--- config.mk ---
export PLATFORM = sky130hd
export DESIGN_NAME = adc_input_select_window_compare
export DESIGN_NICKNAME = d
export VERILOG_FILES = /design/src/shared/adc_ctl_pkg.sv /design/src/verilog/conv_sequencer.sv /design/src/verilog/adc_input_select_window_compare.sv
export VERILOG_INCLUDE_DIRS = /design/src /design/src/shared
export SDC_FILE = /design/constraint.sdc
export NUM_CORES = 1
export LEC_CHECK = 0
export ABC_AREA = 1
export BUFFER_PORTS_ARGS = -buffer_cell sky130_fd_sc_hd__buf_2
export CORE_MARGIN = 2
export CORE_UTILIZATION = 57
export DETAILED_ROUTE_END_ITERATION = 8
export PLACE_DENSITY = 0.86
export SLEW_MARGIN = 30
export SYNTH_ARGS = -nofsm -noshare
export SYNTH_HDL_FRONTEND = slang
export SYNTH_SLANG_ARGS = --single-unit
--- constraint.sdc ---
create_clock -name CLK -period 2.4 [get_ports CLK]
set_clock_uncertainty 0.1 [all_clocks]
set_input_delay 0.48 -clock CLK [delete_from_list [all_inputs] [get_ports CLK]]
set_output_delay 0.48 -clock CLK [all_outputs]
set_load 0.1 [all_outputs]
--- src/shared/adc_ctl_defines.svh ---
`ifndef ADC_CTL_DEFINES_SVH
`define ADC_CTL_DEFINES_SVH

// register indices; byte address is four times the index
`define IDX_INPUT_SELECT   8'hBB
`define IDX_CONTROL        8'hBC
`define IDX_RESULT         8'hBD
`define IDX_GT_THRESHOLD   8'hBE
`define IDX_LT_THRESHOLD   8'hBF
`define IDX_STATUS         8'hC0
`define IDX_MASK           8'hC1

// reset values
`define RST_INPUT_SELECT   5'h1F
`define RST_THRESHOLD      10'h000

// input select codes
`define SEL_TEMP_SENSOR    5'h10
`define SEL_SUPPLY         5'h11
`define SEL_NONE_FIRST     5'h16

// control bits
`define CTL_SW_START       0
`define CTL_EXT_EN         1
`define CTL_OUTSIDE        2

// status and mask bits
`define ST_WINDOW          0
`define ST_CONV_DONE       1
`define ST_BUSY            2

`endif

--- src/shared/adc_ctl_pkg.sv ---
package adc_ctl_pkg;

	typedef enum logic {SEQ_IDLE, SEQ_WAIT} seq_state_t;

	typedef struct packed {
		seq_state_t state;
		logic       go;
		logic       done;
		logic       hit;
		logic [9:0] result;
	} seq_regs_t;

	typedef struct packed {
		logic        ack;
		logic [31:0] rdata;
		logic [4:0]  input_select;
		logic        ext_en;
		logic        outside;
		logic        sw_start;
		logic [9:0]  gt_threshold;
		logic [9:0]  lt_threshold;
		logic [1:0]  status;
		logic [1:0]  mask;
		logic        irq;
		logic [2:0]  pin_sync;
		logic [7:0]  port0_sel;
		logic [7:0]  port1_sel;
		logic        temp_sel;
		logic        supply_sel;
	} ctl_regs_t;

endpackage : adc_ctl_pkg

--- src/verilog/conv_sequencer.sv ---
module conv_sequencer
	import adc_ctl_pkg::*;
(
	// clock and reset
	input  wire logic       clk,
	input  wire logic       rst_n,
	// request and window setup
	input  wire logic       start,
	input  wire logic       outside,
	input  wire logic [9:0] gt_threshold,
	input  wire logic [9:0] lt_threshold,
	// converter handshake
	input  wire logic       conv_done,
	input  wire logic [9:0] conv_data,
	output logic            conv_go,
	// results
	output logic            busy,
	output logic            done,
	output logic            hit,
	output logic [9:0]      result
);

	seq_regs_t r_ff;
	seq_regs_t nxt_r;

	always_comb
	begin
		nxt_r      = r_ff;
		nxt_r.go   = 1'b0;
		nxt_r.done = 1'b0;
		nxt_r.hit  = 1'b0;
		unique case (r_ff.state)
			SEQ_IDLE:
			begin
				if (start)
				begin
					nxt_r.go    = 1'b1;
					nxt_r.state = SEQ_WAIT;
				end
			end
			SEQ_WAIT:
			begin
				// starts while busy are dropped, not queued
				if (conv_done)
				begin
					nxt_r.result = conv_data;
					nxt_r.done   = 1'b1;
					nxt_r.state  = SEQ_IDLE;
					// one compare per finished conversion
					if (outside)
						nxt_r.hit = (conv_data < gt_threshold) ||
							(conv_data > lt_threshold);
					else
						nxt_r.hit = (conv_data > gt_threshold) &&
							(conv_data < lt_threshold);
				end
			end
		endcase
	end

	always_ff @(posedge clk or negedge rst_n)
	begin
		if (!rst_n)
			r_ff <= '{state: SEQ_IDLE, go: 1'b0, done: 1'b0, hit: 1'b0, result: 10'h000};
		else
			r_ff <= nxt_r;
	end

	assign conv_go = r_ff.go;
	assign busy    = (r_ff.state == SEQ_WAIT);
	assign done    = r_ff.done;
	assign hit     = r_ff.hit;
	assign result  = r_ff.result;

endmodule : conv_sequencer

--- src/verilog/adc_input_select_window_compare.sv ---
// Function
// - five-bit select picks port 0/1 pin, temperature sensor, supply, or nothing.
// - upper three select bits read zero; writes to them are dropped.
// - results are unsigned 10-bit values, zero to 1023/1024 of reference.
// - inside mode flags results strictly between the two thresholds.
// - outside mode flags results below greater-than or above less-than threshold.
// - external convert-start pin may be chosen to start conversions.
//
// Local design decision: the Wishbone slave port.
`include "adc_ctl_defines.svh"

module adc_input_select_window_compare
	import adc_ctl_pkg::*;
(
	// clock and reset
	input  wire logic        CLK,
	input  wire logic        RESETN,
	// wishbone slave
	input  wire logic        WB_CYC_I,
	input  wire logic        WB_STB_I,
	input  wire logic        WB_WE_I,
	input  wire logic [11:0] WB_ADR_I,
	input  wire logic [3:0]  WB_SEL_I,
	input  wire logic [31:0] WB_DAT_I,
	output logic      [31:0] WB_DAT_O,
	output logic             WB_ACK_O,
	// converter core
	input  wire logic        CONV_DONE,
	input  wire logic [9:0]  CONV_DATA,
	output logic             CONV_START,
	// analog input mux
	output logic      [4:0]  MUX_SELECT,
	output logic      [7:0]  PORT0_SELECT,
	output logic      [7:0]  PORT1_SELECT,
	output logic             TEMP_SELECT,
	output logic             SUPPLY_SELECT,
	// external convert-start pin
	input  wire logic        EXT_CONVERT_START,
	// interrupt
	output logic             IRQ
);

	ctl_regs_t  r_ff;
	ctl_regs_t  nxt_r;
	logic       seq_go;
	logic       seq_busy;
	logic       seq_done;
	logic       seq_hit;
	logic [9:0] seq_result;
	logic       pin_rise;
	logic       seq_start;
	logic       req;
	logic       wr;
	logic       rd;
	logic       addr_ok;
	logic [7:0] idx;
	logic [9:0] gt_merge;
	logic [9:0] lt_merge;

	// byte-lane merge of a 10-bit field held in lanes 0 and 1
	function automatic logic [9:0] merge10(input logic [9:0] old_v,
		input logic [31:0] wdat, input logic [3:0] sel);
		logic [9:0] v;
		v = old_v;
		if (sel[0])
			v[7:0] = wdat[7:0];
		if (sel[1])
			v[9:8] = wdat[9:8];
		return v;
	endfunction : merge10

	// one-hot of a pin number, shared by both port decodes
	function automatic logic [7:0] onehot8(input logic [2:0] pin);
		logic [7:0] v;
		v      = 8'h00;
		v[pin] = 1'b1;
		return v;
	endfunction : onehot8

	assign req      = WB_CYC_I && WB_STB_I && !r_ff.ack;
	assign wr       = req && WB_WE_I;
	assign rd       = req && !WB_WE_I;
	assign addr_ok  = (WB_ADR_I[11:10] == 2'b00);
	assign idx      = WB_ADR_I[9:2];
	assign gt_merge = merge10(r_ff.gt_threshold, WB_DAT_I, WB_SEL_I);
	assign lt_merge = merge10(r_ff.lt_threshold, WB_DAT_I, WB_SEL_I);

	// pin_sync[0] feeds only pin_sync[1]; edge taken from stages 1 and 2
	assign pin_rise = r_ff.pin_sync[1] && !r_ff.pin_sync[2];
	// a pin edge while the pin start is disabled is lost, not held
	assign seq_start = r_ff.sw_start || (r_ff.ext_en && pin_rise);

	conv_sequencer u_seq (
		.clk          (CLK),
		.rst_n        (RESETN),
		.start        (seq_start),
		.outside      (r_ff.outside),
		.gt_threshold (r_ff.gt_threshold),
		.lt_threshold (r_ff.lt_threshold),
		.conv_done    (CONV_DONE),
		.conv_data    (CONV_DATA),
		.conv_go      (seq_go),
		.busy         (seq_busy),
		.done         (seq_done),
		.hit          (seq_hit),
		.result       (seq_result)
	);

	always_comb
	begin
		nxt_r          = r_ff;
		nxt_r.ack      = req;
		nxt_r.sw_start = 1'b0;
		nxt_r.pin_sync = {r_ff.pin_sync[1:0], EXT_CONVERT_START};

		// read data, registered with the ack
		if (rd)
		begin
			nxt_r.rdata = 32'h0000_0000;
			if (addr_ok)
			begin
				unique case (idx)
					`IDX_INPUT_SELECT:
						nxt_r.rdata[4:0] = r_ff.input_select;
					`IDX_CONTROL:
					begin
						nxt_r.rdata[`CTL_EXT_EN]  = r_ff.ext_en;
						nxt_r.rdata[`CTL_OUTSIDE] = r_ff.outside;
					end
					`IDX_RESULT:
						nxt_r.rdata[9:0] = seq_result;
					`IDX_GT_THRESHOLD:
						nxt_r.rdata[9:0] = r_ff.gt_threshold;
					`IDX_LT_THRESHOLD:
						nxt_r.rdata[9:0] = r_ff.lt_threshold;
					`IDX_STATUS:
					begin
						nxt_r.rdata[1:0]       = r_ff.status;
						nxt_r.rdata[`ST_BUSY] = seq_busy;
					end
					`IDX_MASK:
						nxt_r.rdata[1:0] = r_ff.mask;
					default:
						nxt_r.rdata = 32'h0000_0000;
				endcase
			end
			// read of status clears it; events below still win
			if (addr_ok && idx == `IDX_STATUS)
				nxt_r.status = 2'b00;
		end

		if (wr && addr_ok)
		begin
			unique case (idx)
				`IDX_INPUT_SELECT:
					if (WB_SEL_I[0])
						nxt_r.input_select = WB_DAT_I[4:0];
				`IDX_CONTROL:
					if (WB_SEL_I[0])
					begin
						nxt_r.sw_start = WB_DAT_I[`CTL_SW_START];
						nxt_r.ext_en   = WB_DAT_I[`CTL_EXT_EN];
						nxt_r.outside  = WB_DAT_I[`CTL_OUTSIDE];
					end
				`IDX_GT_THRESHOLD:
					nxt_r.gt_threshold = gt_merge;
				`IDX_LT_THRESHOLD:
					nxt_r.lt_threshold = lt_merge;
				`IDX_MASK:
					if (WB_SEL_I[0])
						nxt_r.mask = WB_DAT_I[1:0];
				default:
					nxt_r.ack = req;
			endcase
		end

		// hardware sets after any clear so a same-cycle event is kept
		if (seq_hit)
			nxt_r.status[`ST_WINDOW] = 1'b1;
		if (seq_done)
			nxt_r.status[`ST_CONV_DONE] = 1'b1;
		nxt_r.irq = |(nxt_r.status & r_ff.mask);

		// mux decode, registered so the analog side sees clean levels
		nxt_r.port0_sel  = 8'h00;
		nxt_r.port1_sel  = 8'h00;
		nxt_r.temp_sel   = 1'b0;
		nxt_r.supply_sel = 1'b0;
		if (nxt_r.input_select[4] == 1'b0)
		begin
			if (nxt_r.input_select[3] == 1'b0)
				nxt_r.port0_sel = onehot8(nxt_r.input_select[2:0]);
			else
				nxt_r.port1_sel = onehot8(nxt_r.input_select[2:0]);
		end
		else if (nxt_r.input_select == `SEL_TEMP_SENSOR)
			nxt_r.temp_sel = 1'b1;
		else if (nxt_r.input_select == `SEL_SUPPLY)
			nxt_r.supply_sel = 1'b1;
		// codes from 5'h12 up select nothing on this part
	end

	always_ff @(posedge CLK or negedge RESETN)
	begin
		if (!RESETN)
		begin
			r_ff              <= '0;
			r_ff.input_select <= `RST_INPUT_SELECT;
			r_ff.gt_threshold <= `RST_THRESHOLD;
			r_ff.lt_threshold <= `RST_THRESHOLD;
		end
		else
			r_ff <= nxt_r;
	end

	assign WB_ACK_O      = r_ff.ack;
	assign WB_DAT_O      = r_ff.rdata;
	assign CONV_START    = seq_go;
	assign MUX_SELECT    = r_ff.input_select;
	assign PORT0_SELECT  = r_ff.port0_sel;
	assign PORT1_SELECT  = r_ff.port1_sel;
	assign TEMP_SELECT   = r_ff.temp_sel;
	assign SUPPLY_SELECT = r_ff.supply_sel;
	assign IRQ           = r_ff.irq;

endmodule : adc_input_select_window_compare

; ---- Word level (Yosys, flattened, before mapping)
; Cells that the tools add are included.
[totals]
reg_bits = 101
input_bits = 65
output_inout_bits = 58
elab_cells = 101
[classes]
magnitude_cmp = 6
n_eq_ne = 9
n_mux = 37
bitwise = 2
reduce_logical = 24
[op_table]
columns = op, count
row1 = equality test 8 bit (second input constant), 7
row2 = 2-to-1 mux 8 bit, 4
row3 = 2-to-1 mux 10 bit, 3
row4 = 2-to-1 mux 28 bit, 1
row5 = 2-to-1 mux 12 bit, 2
row6 = > comparator 10 bit, 2
row7 = < comparator 10 bit, 2
row8 = AND reduction 3 bit, 6
row9 = 2-to-1 mux 16 bit, 1
row10 = one-hot mux 5 bit (3 select lines), 1
row11 = 2-to-1 mux 2 bit, 6
row12 = one-hot mux 1 bit (6 select lines), 2
row13 = equality test 5 bit (second input constant), 2
row14 = logical AND 1 bit, 10
row15 = 2-to-1 mux 5 bit, 2
row16 = 2-to-1 mux 1 bit, 9
row17 = one-hot mux 2 bit (4 select lines), 1
row18 = one-hot mux 1 bit (7 select lines), 1
row19 = 2-to-1 mux 3 bit, 2
row20 = < comparator 3 x 4 -> 1 bit (second input constant), 1
row21 = demux 1 bit (select 3 bit), 1
row22 = >= comparator 3 x 1 -> 1 bit (second input constant), 1
row23 = zero test 1 bit, 3
row24 = AND 2 bit, 1
row25 = 6 further kinds, 7

; ---- Logic depth before layout (Yosys ltp)
; Gate-level depths: netlist (run 1).
[depth]
word_depth = 11
depth_mapped = 12
mapped_depth_nobuf = 12

; ---- Cells and area by module
; A second synthesis (run 1) with hierarchy kept.
[hier_totals]
cells_unflattened = 592
hier_area_um2 = 4526.8
[modules_own_cells]
columns = mod, instances, cells_each, area_per_inst_um2, seq_area_each_um2
row1 = adc_input_select_window_compare, 1, 433, 3415.8, 1632.8
row2 = conv_sequencer, 1, 159, 1111.1, 350.3

; ---- Worst setup path before layout (run 1)
; OpenSTA, ideal clock, no wires.
[synth_timing]
path_type = reg-to-reg
startpoint = reg r_ff, in the netlist WB_ACK_O
endpoint = reg, netlist name r_ff[32]
setup_time_ns = 0.126
t_arrival_ns = 1.777
t_required_ns = 2.174
path_slack_ns = 0.397
path_stages_with_launch = 10
path_buffers = 1
synth_period_minus_slack_ns = 2.003
path_cell_list = dfrtp_1 -> inv_1 -> nand3_2 -> nor2_4 -> nand2_4 -> inv_2 -> nand2_2 -> buf_2 -> nand2_1 -> o21ai_0
[synth_via]
elab_chain_cells = 5
[synth_lines]
columns = item, line_no
row1 = "start, declared", adc_input_select_window_compare.sv:43  ; ctl_regs_t r_ff;
row2 = "start signal, assigned", adc_input_select_window_compare.sv:213  ; r_ff <= nxt_r;
row3 = zero test 1 bit, adc_input_select_window_compare.sv:80  ; assign req = WB_CYC_I && WB_STB_I && !r_ff.ack;
row4 = logical AND 1 bit, adc_input_select_window_compare.sv:80
row5 = logical AND 1 bit, adc_input_select_window_compare.sv:81  ; assign wr = req && WB_WE_I;
row6 = logical AND 1 bit, adc_input_select_window_compare.sv:152  ; if (wr && addr_ok)
row7 = AND reduction 3 bit (no line), --
; Every way passes these cells.
; A chain may end at the register's enable or synchronous reset.

; ---- Worst setup path in the final report (run 1)
[layout_timing]
startpoint = reg r_ff, in the netlist MUX_SELECT[1]
endpoint = out MUX_SELECT[1]
[layout_rtl]
columns = item, line_no
row1 = "end, declared", adc_input_select_window_compare.sv:32  ; output logic [4:0] MUX_SELECT,
; No word-level cell between the ends.

==> flow_summary.ini, run 1 <==
[status]
status = complete, no violations

[sta]
maxSlewViolCount = 0
tns_ns = 0
finalHoldViolCount = 0
finalCritPeriodShare = 0.8030
setup_viol = 0
timing.fmax_ghz = 0.5189
min_period_ns = 1.927
rsz0062_at_grt = false

[detailed_routing]
drt-initial-drc-count = 263
viasPerCell = 5.147
via_count = 3644
antenna_left = 0
wl_per_cell_um = 13.62
first_pass_iters = 5
wl_mm = 9.646
drc = 0

[clock_network]
clk_latency_ns = 0.36
clock_path_buffers = 2
cts.sinks = 79
cts_repair_resize_count = 0
cts.hold.buffers_added = 1
cts_setup_buffers = 0
cts_inserted_buffers = 9
cts_root_buf = clkbuf_8
htreeDepth = 3
clk_pin_slew_ns = 0.09
tritoncts = built

[critical_path]
r2r_cells = 9
reg2reg_to = PORT1_SELECT[6]
startpoint = MUX_SELECT[1]
crit_chain = buf_2
critPathLaunchType = flop
cp_top_family = flip-flops
required_ns = 1.82
worstSetupPathType = flop to output port
slowest_stage = dfstp_2
end_kind = output port
worstPathMaxFanout = 3
reg2reg_slack_ns = 0.62
path_depth = 1
critPathBufInv = 1
worstSetupEndpoint = MUX_SELECT[1]
crit_arrival_ns = 1.35
cpPeakStageDelay_ns = 0.56
rr_startpoint = WB_ACK_O

[power]
irDropWorstVdd_mv = 0.3419
p_int_mw = 2.098
power.net_switching_mw = 0.8389
p_leak_nw = 2.671
clkPwrFrac = 0.378
seqPwrFrac = 0.485
swShare = 0.2856
power_density_mw_per_mm2 = 602.3
p_comb_frac = 0.137
total_power_mw = 2.937

[die]
num_rows = 32
start_util = 0.5812
die_h_um = 92.30
dieArea_sq_mm = 0.008519
pin_count = 123
core_area_sq_mm = 0.007647
die_w_um = 92.30

[cells_and_area]
multiInputGateArea_sq_mm = 0.001834
seqCellArea_sq_mm = 0.001983
antenna_cells = 0
nets = 686
fill_cells = 627
drive_gt1_frac = 0.2079
syn_to_final_growth_pct = 9.713
layout_commonest_cell = nand2_1
final_cell_mix = nand2_1, dfrtp_1, buf_2

[global_routing]
grt_usage = 0.2393
grt_max_degree = 39
grt_use_met3 = 0.03824
grt_pass1_vias = 3510
antenna_found_initial = 0
overflow = 0
busiest_layer = met2
use_met2 = 0.4124
grt_first_pass_wirelength_mm = 16.04
grtUsageMet1 = 0.2997

[synth]
synth-simple-area-share = 0.2644
netlist_area_sq_mm = 0.004444
synthArstFlopShare = 1.000
yosysSeqAreaShare = 0.4462
synthCells = 548
synthAdderAreaFrac = 0.05631
synth-warning-count = 0
synth_compound_area_frac = 0.07348
synthMuxAreaShare = 0
avgSynthCellArea_sq_um = 8.110
synth-xor-area-share = 0
synth_top_family_by_area = simple AND/OR/NAND/NOR gates
synth-seq-cells = 79
synthDistinctLibCells = 33
ys.flop_type = dfrtp_1
synth_edf_count = 0

[placed_design]
portBuffers = 74
gp_congestion = 0.8801
hpwl_mm = 7.243

[worst_hold_path]
hold_class = input pin to flop

[job]
maxCapViolCount = 0
## power groups by stage
stage	registers (mW)	clock network (mW)	logic, mW
final	1.43	1.11	0.401
after global routing	1.43	1.19	0.444
after CTS	1.43	1.13	0.403
after detailed placement	1.45	0	0.400
after global placement	1.45	0	0.387
after floorplan	1.45	0	0.309
## routing by layer
layer,up-vias,part of all wire
li1,1747,-
met1,1739,0.42
met5,-,0
met3,12,0.061
met4,0,0.018
met2,146,0.50
## stage by stage
stage	worst slack, ns	util	cell area [sq um]	cells	hold WS (ns)
2_1_floorplan	0.3966	-	4523	569	0.08441
3_3_place_gp	0.4524	0.6072	4643	691	0.2369
3_5_place_dp	0.3886	0.6072	4643	691	0.2470
4_1_cts	0.4589	0.6376	4876	708	0.1036
5_1_grt	0.4534	0.6376	4876	708	0.1071
6_report	0.4728	0.6376	4876	708	0.1159
## layout make-up
type,count,share of cell area
well taps,102,0.02617
multi-input cells,359,0.3762
repair buffers,78,0.08571
clock inverters,5,0.01668
clock buffers,11,0.02900
flip-flops and latches,79,0.4067
inverters,74,0.05953
## state kept, by name, indices dropped and copies added (netlist names)
signal,flops
u_seq.busy,1
r_ff,28
u_seq.result,10
WB_DAT_O,10
u_seq.done,1
PORT1_SELECT,8
nxt_r,2
WB_ACK_O,1
u_seq.hit,1
PORT0_SELECT,8
u_seq.conv_go,1
SUPPLY_SELECT,1
IRQ,1
TEMP_SELECT,1
MUX_SELECT,5
## synth_stat cells, types with 3 or more instances
cell,n,share of area
a21oi_1,5,0.0056
buf_4,53,0.090
dfrtp_1,74,0.42
dfstp_2,5,0.030
ha_1,20,0.056
inv_1,69,0.058
inv_2,3,0.0025
nand2_1,168,0.14
nand2_2,6,0.0084
nand2_4,3,0.0076
nand3_1,16,0.018
nand4_1,13,0.018
nor2_1,45,0.038
o21ai_0,22,0.025
o21ai_1,14,0.016
o21ai_2,3,0.0059
o221ai_1,5,0.0099
o22ai_1,3,0.0042
## cell families after synthesis
kind of cell,after synthesis
AOI/OAI and AO/OA,55
DFF,79
other,1
buffers and inverters,131
adders and majority gates,20
and+or+nand+nor,262
## how the worst min path moves through the flow
stage | cells past startpoint | to | slack (ns) | start
2_1_floorplan | 0 | IRQ | 0.08 | RESETN
3_3_place_gp | 0 | nxt_r[20] | 0.24 | nxt_r[19]
3_5_place_dp | 0 | nxt_r[20] | 0.25 | nxt_r[19]
4_1_cts | 1 | nxt_r[19] | 0.10 | EXT_CONVERT_START
5_1_grt | 1 | nxt_r[19] | 0.11 | EXT_CONVERT_START
6_report | 1 | nxt_r[19] | 0.12 | EXT_CONVERT_START
Note: power is estimated with default switching activity, not from simulation.
==> run 2: changes to the inputs <==
Settings changed: ABC_AREA 1 to 0, CORE_UTILIZATION 57 to 53, PLACE_DENSITY 0.86 to 0.81.
Clock period 2.4 ns to 1.8 ns, I/O delays scaled along.
==> flow_summary.ini, run 2 <==
[synth]
synth-simple-area-share = 0.1387
synthDistinctLibCells = 51
synth_area_leader_cell = dfrtp_1
synth-warning-count = 0
avgSynthCellArea_sq_um = 10.53
synth.top_cells.by_count = dfrtp_1, buf_4, mux2_2
ys_top_cells_by_area = dfrtp_1, mux2_2, buf_4
yosysSeqAreaShare = 0.4505
netlist_area_sq_mm = 0.004402
synth_most_common_cell = dfrtp_1
synth_edf_count = 0
synth-xor-area-share = 0
synth-seq-cells = 79
synthAdderAreaFrac = 0.05685
ys.flop_type = dfrtp_1
synthMuxAreaShare = 0.1430
synthArstFlopShare = 1.000
synth_top_family_by_area = multiplexers
synth_top_area_frac = 0.4207
synth_compound_area_frac = 0.07959
synthCells = 418

[placed_design]
gp_congestion = 0.9343
portBuffers = 74
dp.cells = 596
hpwl_mm = 7.495
placed_area_sq_mm = 0.004947

[die]
dieArea_sq_mm = 0.009050
die_w_um = 95.13
start_util = 0.5411
num_rows = 33
die_h_um = 95.13
core_area_sq_mm = 0.008134
pin_count = 123

[cells_and_area]
post-route-util = 0.6768
fin_area_sq_mm = 0.005505
regMostFlops = r_ff
layout_commonest_cell = dfrtp_1
fill_cells = 545
multiInputGateArea_sq_mm = 0.002202
drive_gt1_frac = 0.4535
seqCellArea_sq_mm = 0.001987
syn_to_final_growth_pct = 25.07
antenna_cells = 0
largest_register_ffs = 28
stdcell_count = 621
final_cell_mix = dfrtp_1, buf_2, buf_4
nets = 596

[critical_path]
worstPathMaxFanout = 8
crit_chain = nor4_4 -> and3_4 -> nand2_4 -> nor2_4 -> buf_12 -> mux2_2
worstSetupPathType = flop to flop
required_ns = 1.94
cpPeakStageDelay_ns = 0.49
critPathBufInv = 1
slowest_stage = dfrtp_4
critPathLaunchType = flop
end_kind = flop
cp_top_family = simple AND/OR/NAND/NOR gates
crit_arrival_ns = 2.09

[sta]
rsz0062_at_grt = true
timing.fmax_ghz = 0.5130
tightestPinTransition_ns = 0.5126
slew_headroom = 0.6582
min_period_ns = 1.949
setup_viol = 45
finalCritPeriodShare = 1.083
fin_ws_ns = -0.1495
finalHoldViolCount = 0
maxSlewViolCount = 0

[global_routing]
grt_pass1_vias = 3431
grt_max_degree = 42
grt_usage = 0.2429
busiest_layer = met2
grt_first_pass_wirelength_mm = 16.71
overflow = 0
use_met2 = 0.4067
antenna_found_initial = 0
grt_use_met3 = 0.03715
grtUsageMet1 = 0.3069

[clock_network]
clk_pin_slew_ns = 0.08
clock_path_buffers = 2
cts_inserted_buffers = 9
tritoncts = built
clk_latency_ns = 0.36
htreeDepth = 3
cts_root_buf = clkbuf_8
cts.sinks = 79

[detailed_routing]
antenna_left = 0
viasPerCell = 5.602
first_pass_iters = 6
via_count = 3479
drc = 0
wl_per_cell_um = 17.70
wl_mm = 10.99
drt-initial-drc-count = 298

[power]
irDropWorstVdd_mv = 0.2913
power_density_mw_per_mm2 = 710.2
p_leak_nw = 2.649

[status]
status = finished, violations left
violations = negative setup slack

[worst_hold_path]
hold_class = input pin to flop

[job]
maxCapViolCount = 0
## run 2: cell count changes in the layout (fill, tap and decap cells not counted), sizes merged, moves of 10 or more
cell / delta
buf: +47
inv: -47
mux2: +45
mux2i: +10
nand2: -146
nand3: -13
nor2: -19
nor2b: +14
o21ai: -21
## run 2: path summary, 6_finish.rpt
path | start | endpoint | slack [ns] | depth (start not counted)
max | WB_ACK_O | r_ff[37] | -0.15 | 6
min | EXT_CONVERT_START | nxt_r[19] | 0.01 | 1
min reg2reg | nxt_r[19] | nxt_r[20] | 0.26 | 0
max in group asynchronous | RESETN | PORT1_SELECT[5] | 0.61 | 3
max reg2reg | WB_ACK_O | r_ff[37] | -0.15 | 6
min in group asynchronous | RESETN | SUPPLY_SELECT | 0.42 | 2
## run 2: area by class of cell
cell class / count / share of cell area
multi-input cells: 269 / 0.4000
flip-flops and latches: 79 / 0.3609
repair buffers: 126 / 0.1634
well taps: 105 / 0.02386
clock buffers: 9 / 0.02250
inverters: 26 / 0.01773
clock inverters: 7 / 0.01159
## run 2: power by group
part           internal [mW]  switching, mW  leakage, nW
logic                  0.228          0.448         1.50
registers               1.88         0.0623         1.04
clock network          0.631          0.665        0.103
## run 2: kinds of logic after synthesis
family,Yosys count
simple gates,117
buf+inv,92
flops,79
mux,56
compound gates,53
fa+ha+maj,20
other cells,1
## run 2: what timing repair did
action | CTS | global route
resized for setup | 38 | 36
endpoints found under the hold margin | 32 | 0
pin swaps | 16 | 27
buffers inserted | 8 | 0
hold buffers | 1 | 0
cloned | 1 | 0
setup endpoints to repair | 47 | 59
## run 2: through the flow
step,power [mW],TNS (ns),setup WS (ns),hold slack (ns)
detailed placement,2.594,-12.69,-0.3325,0.2380
global route,4.053,-9.500,-0.2413,0.009892
floorplan,2.414,-7.477,-0.2107,-0.03559
global placement,2.566,-9.274,-0.2626,0.2397
finish,3.910,-4.307,-0.1495,0.01108
CTS,3.893,-3.318,-0.1181,0.009504
## run 2: per-layer routing
metal  part of all wire  vias up
li1                   -     1555
met1               0.40     1697
met2               0.50      187
met3              0.070       40
met4              0.031        0
met5                  0        -
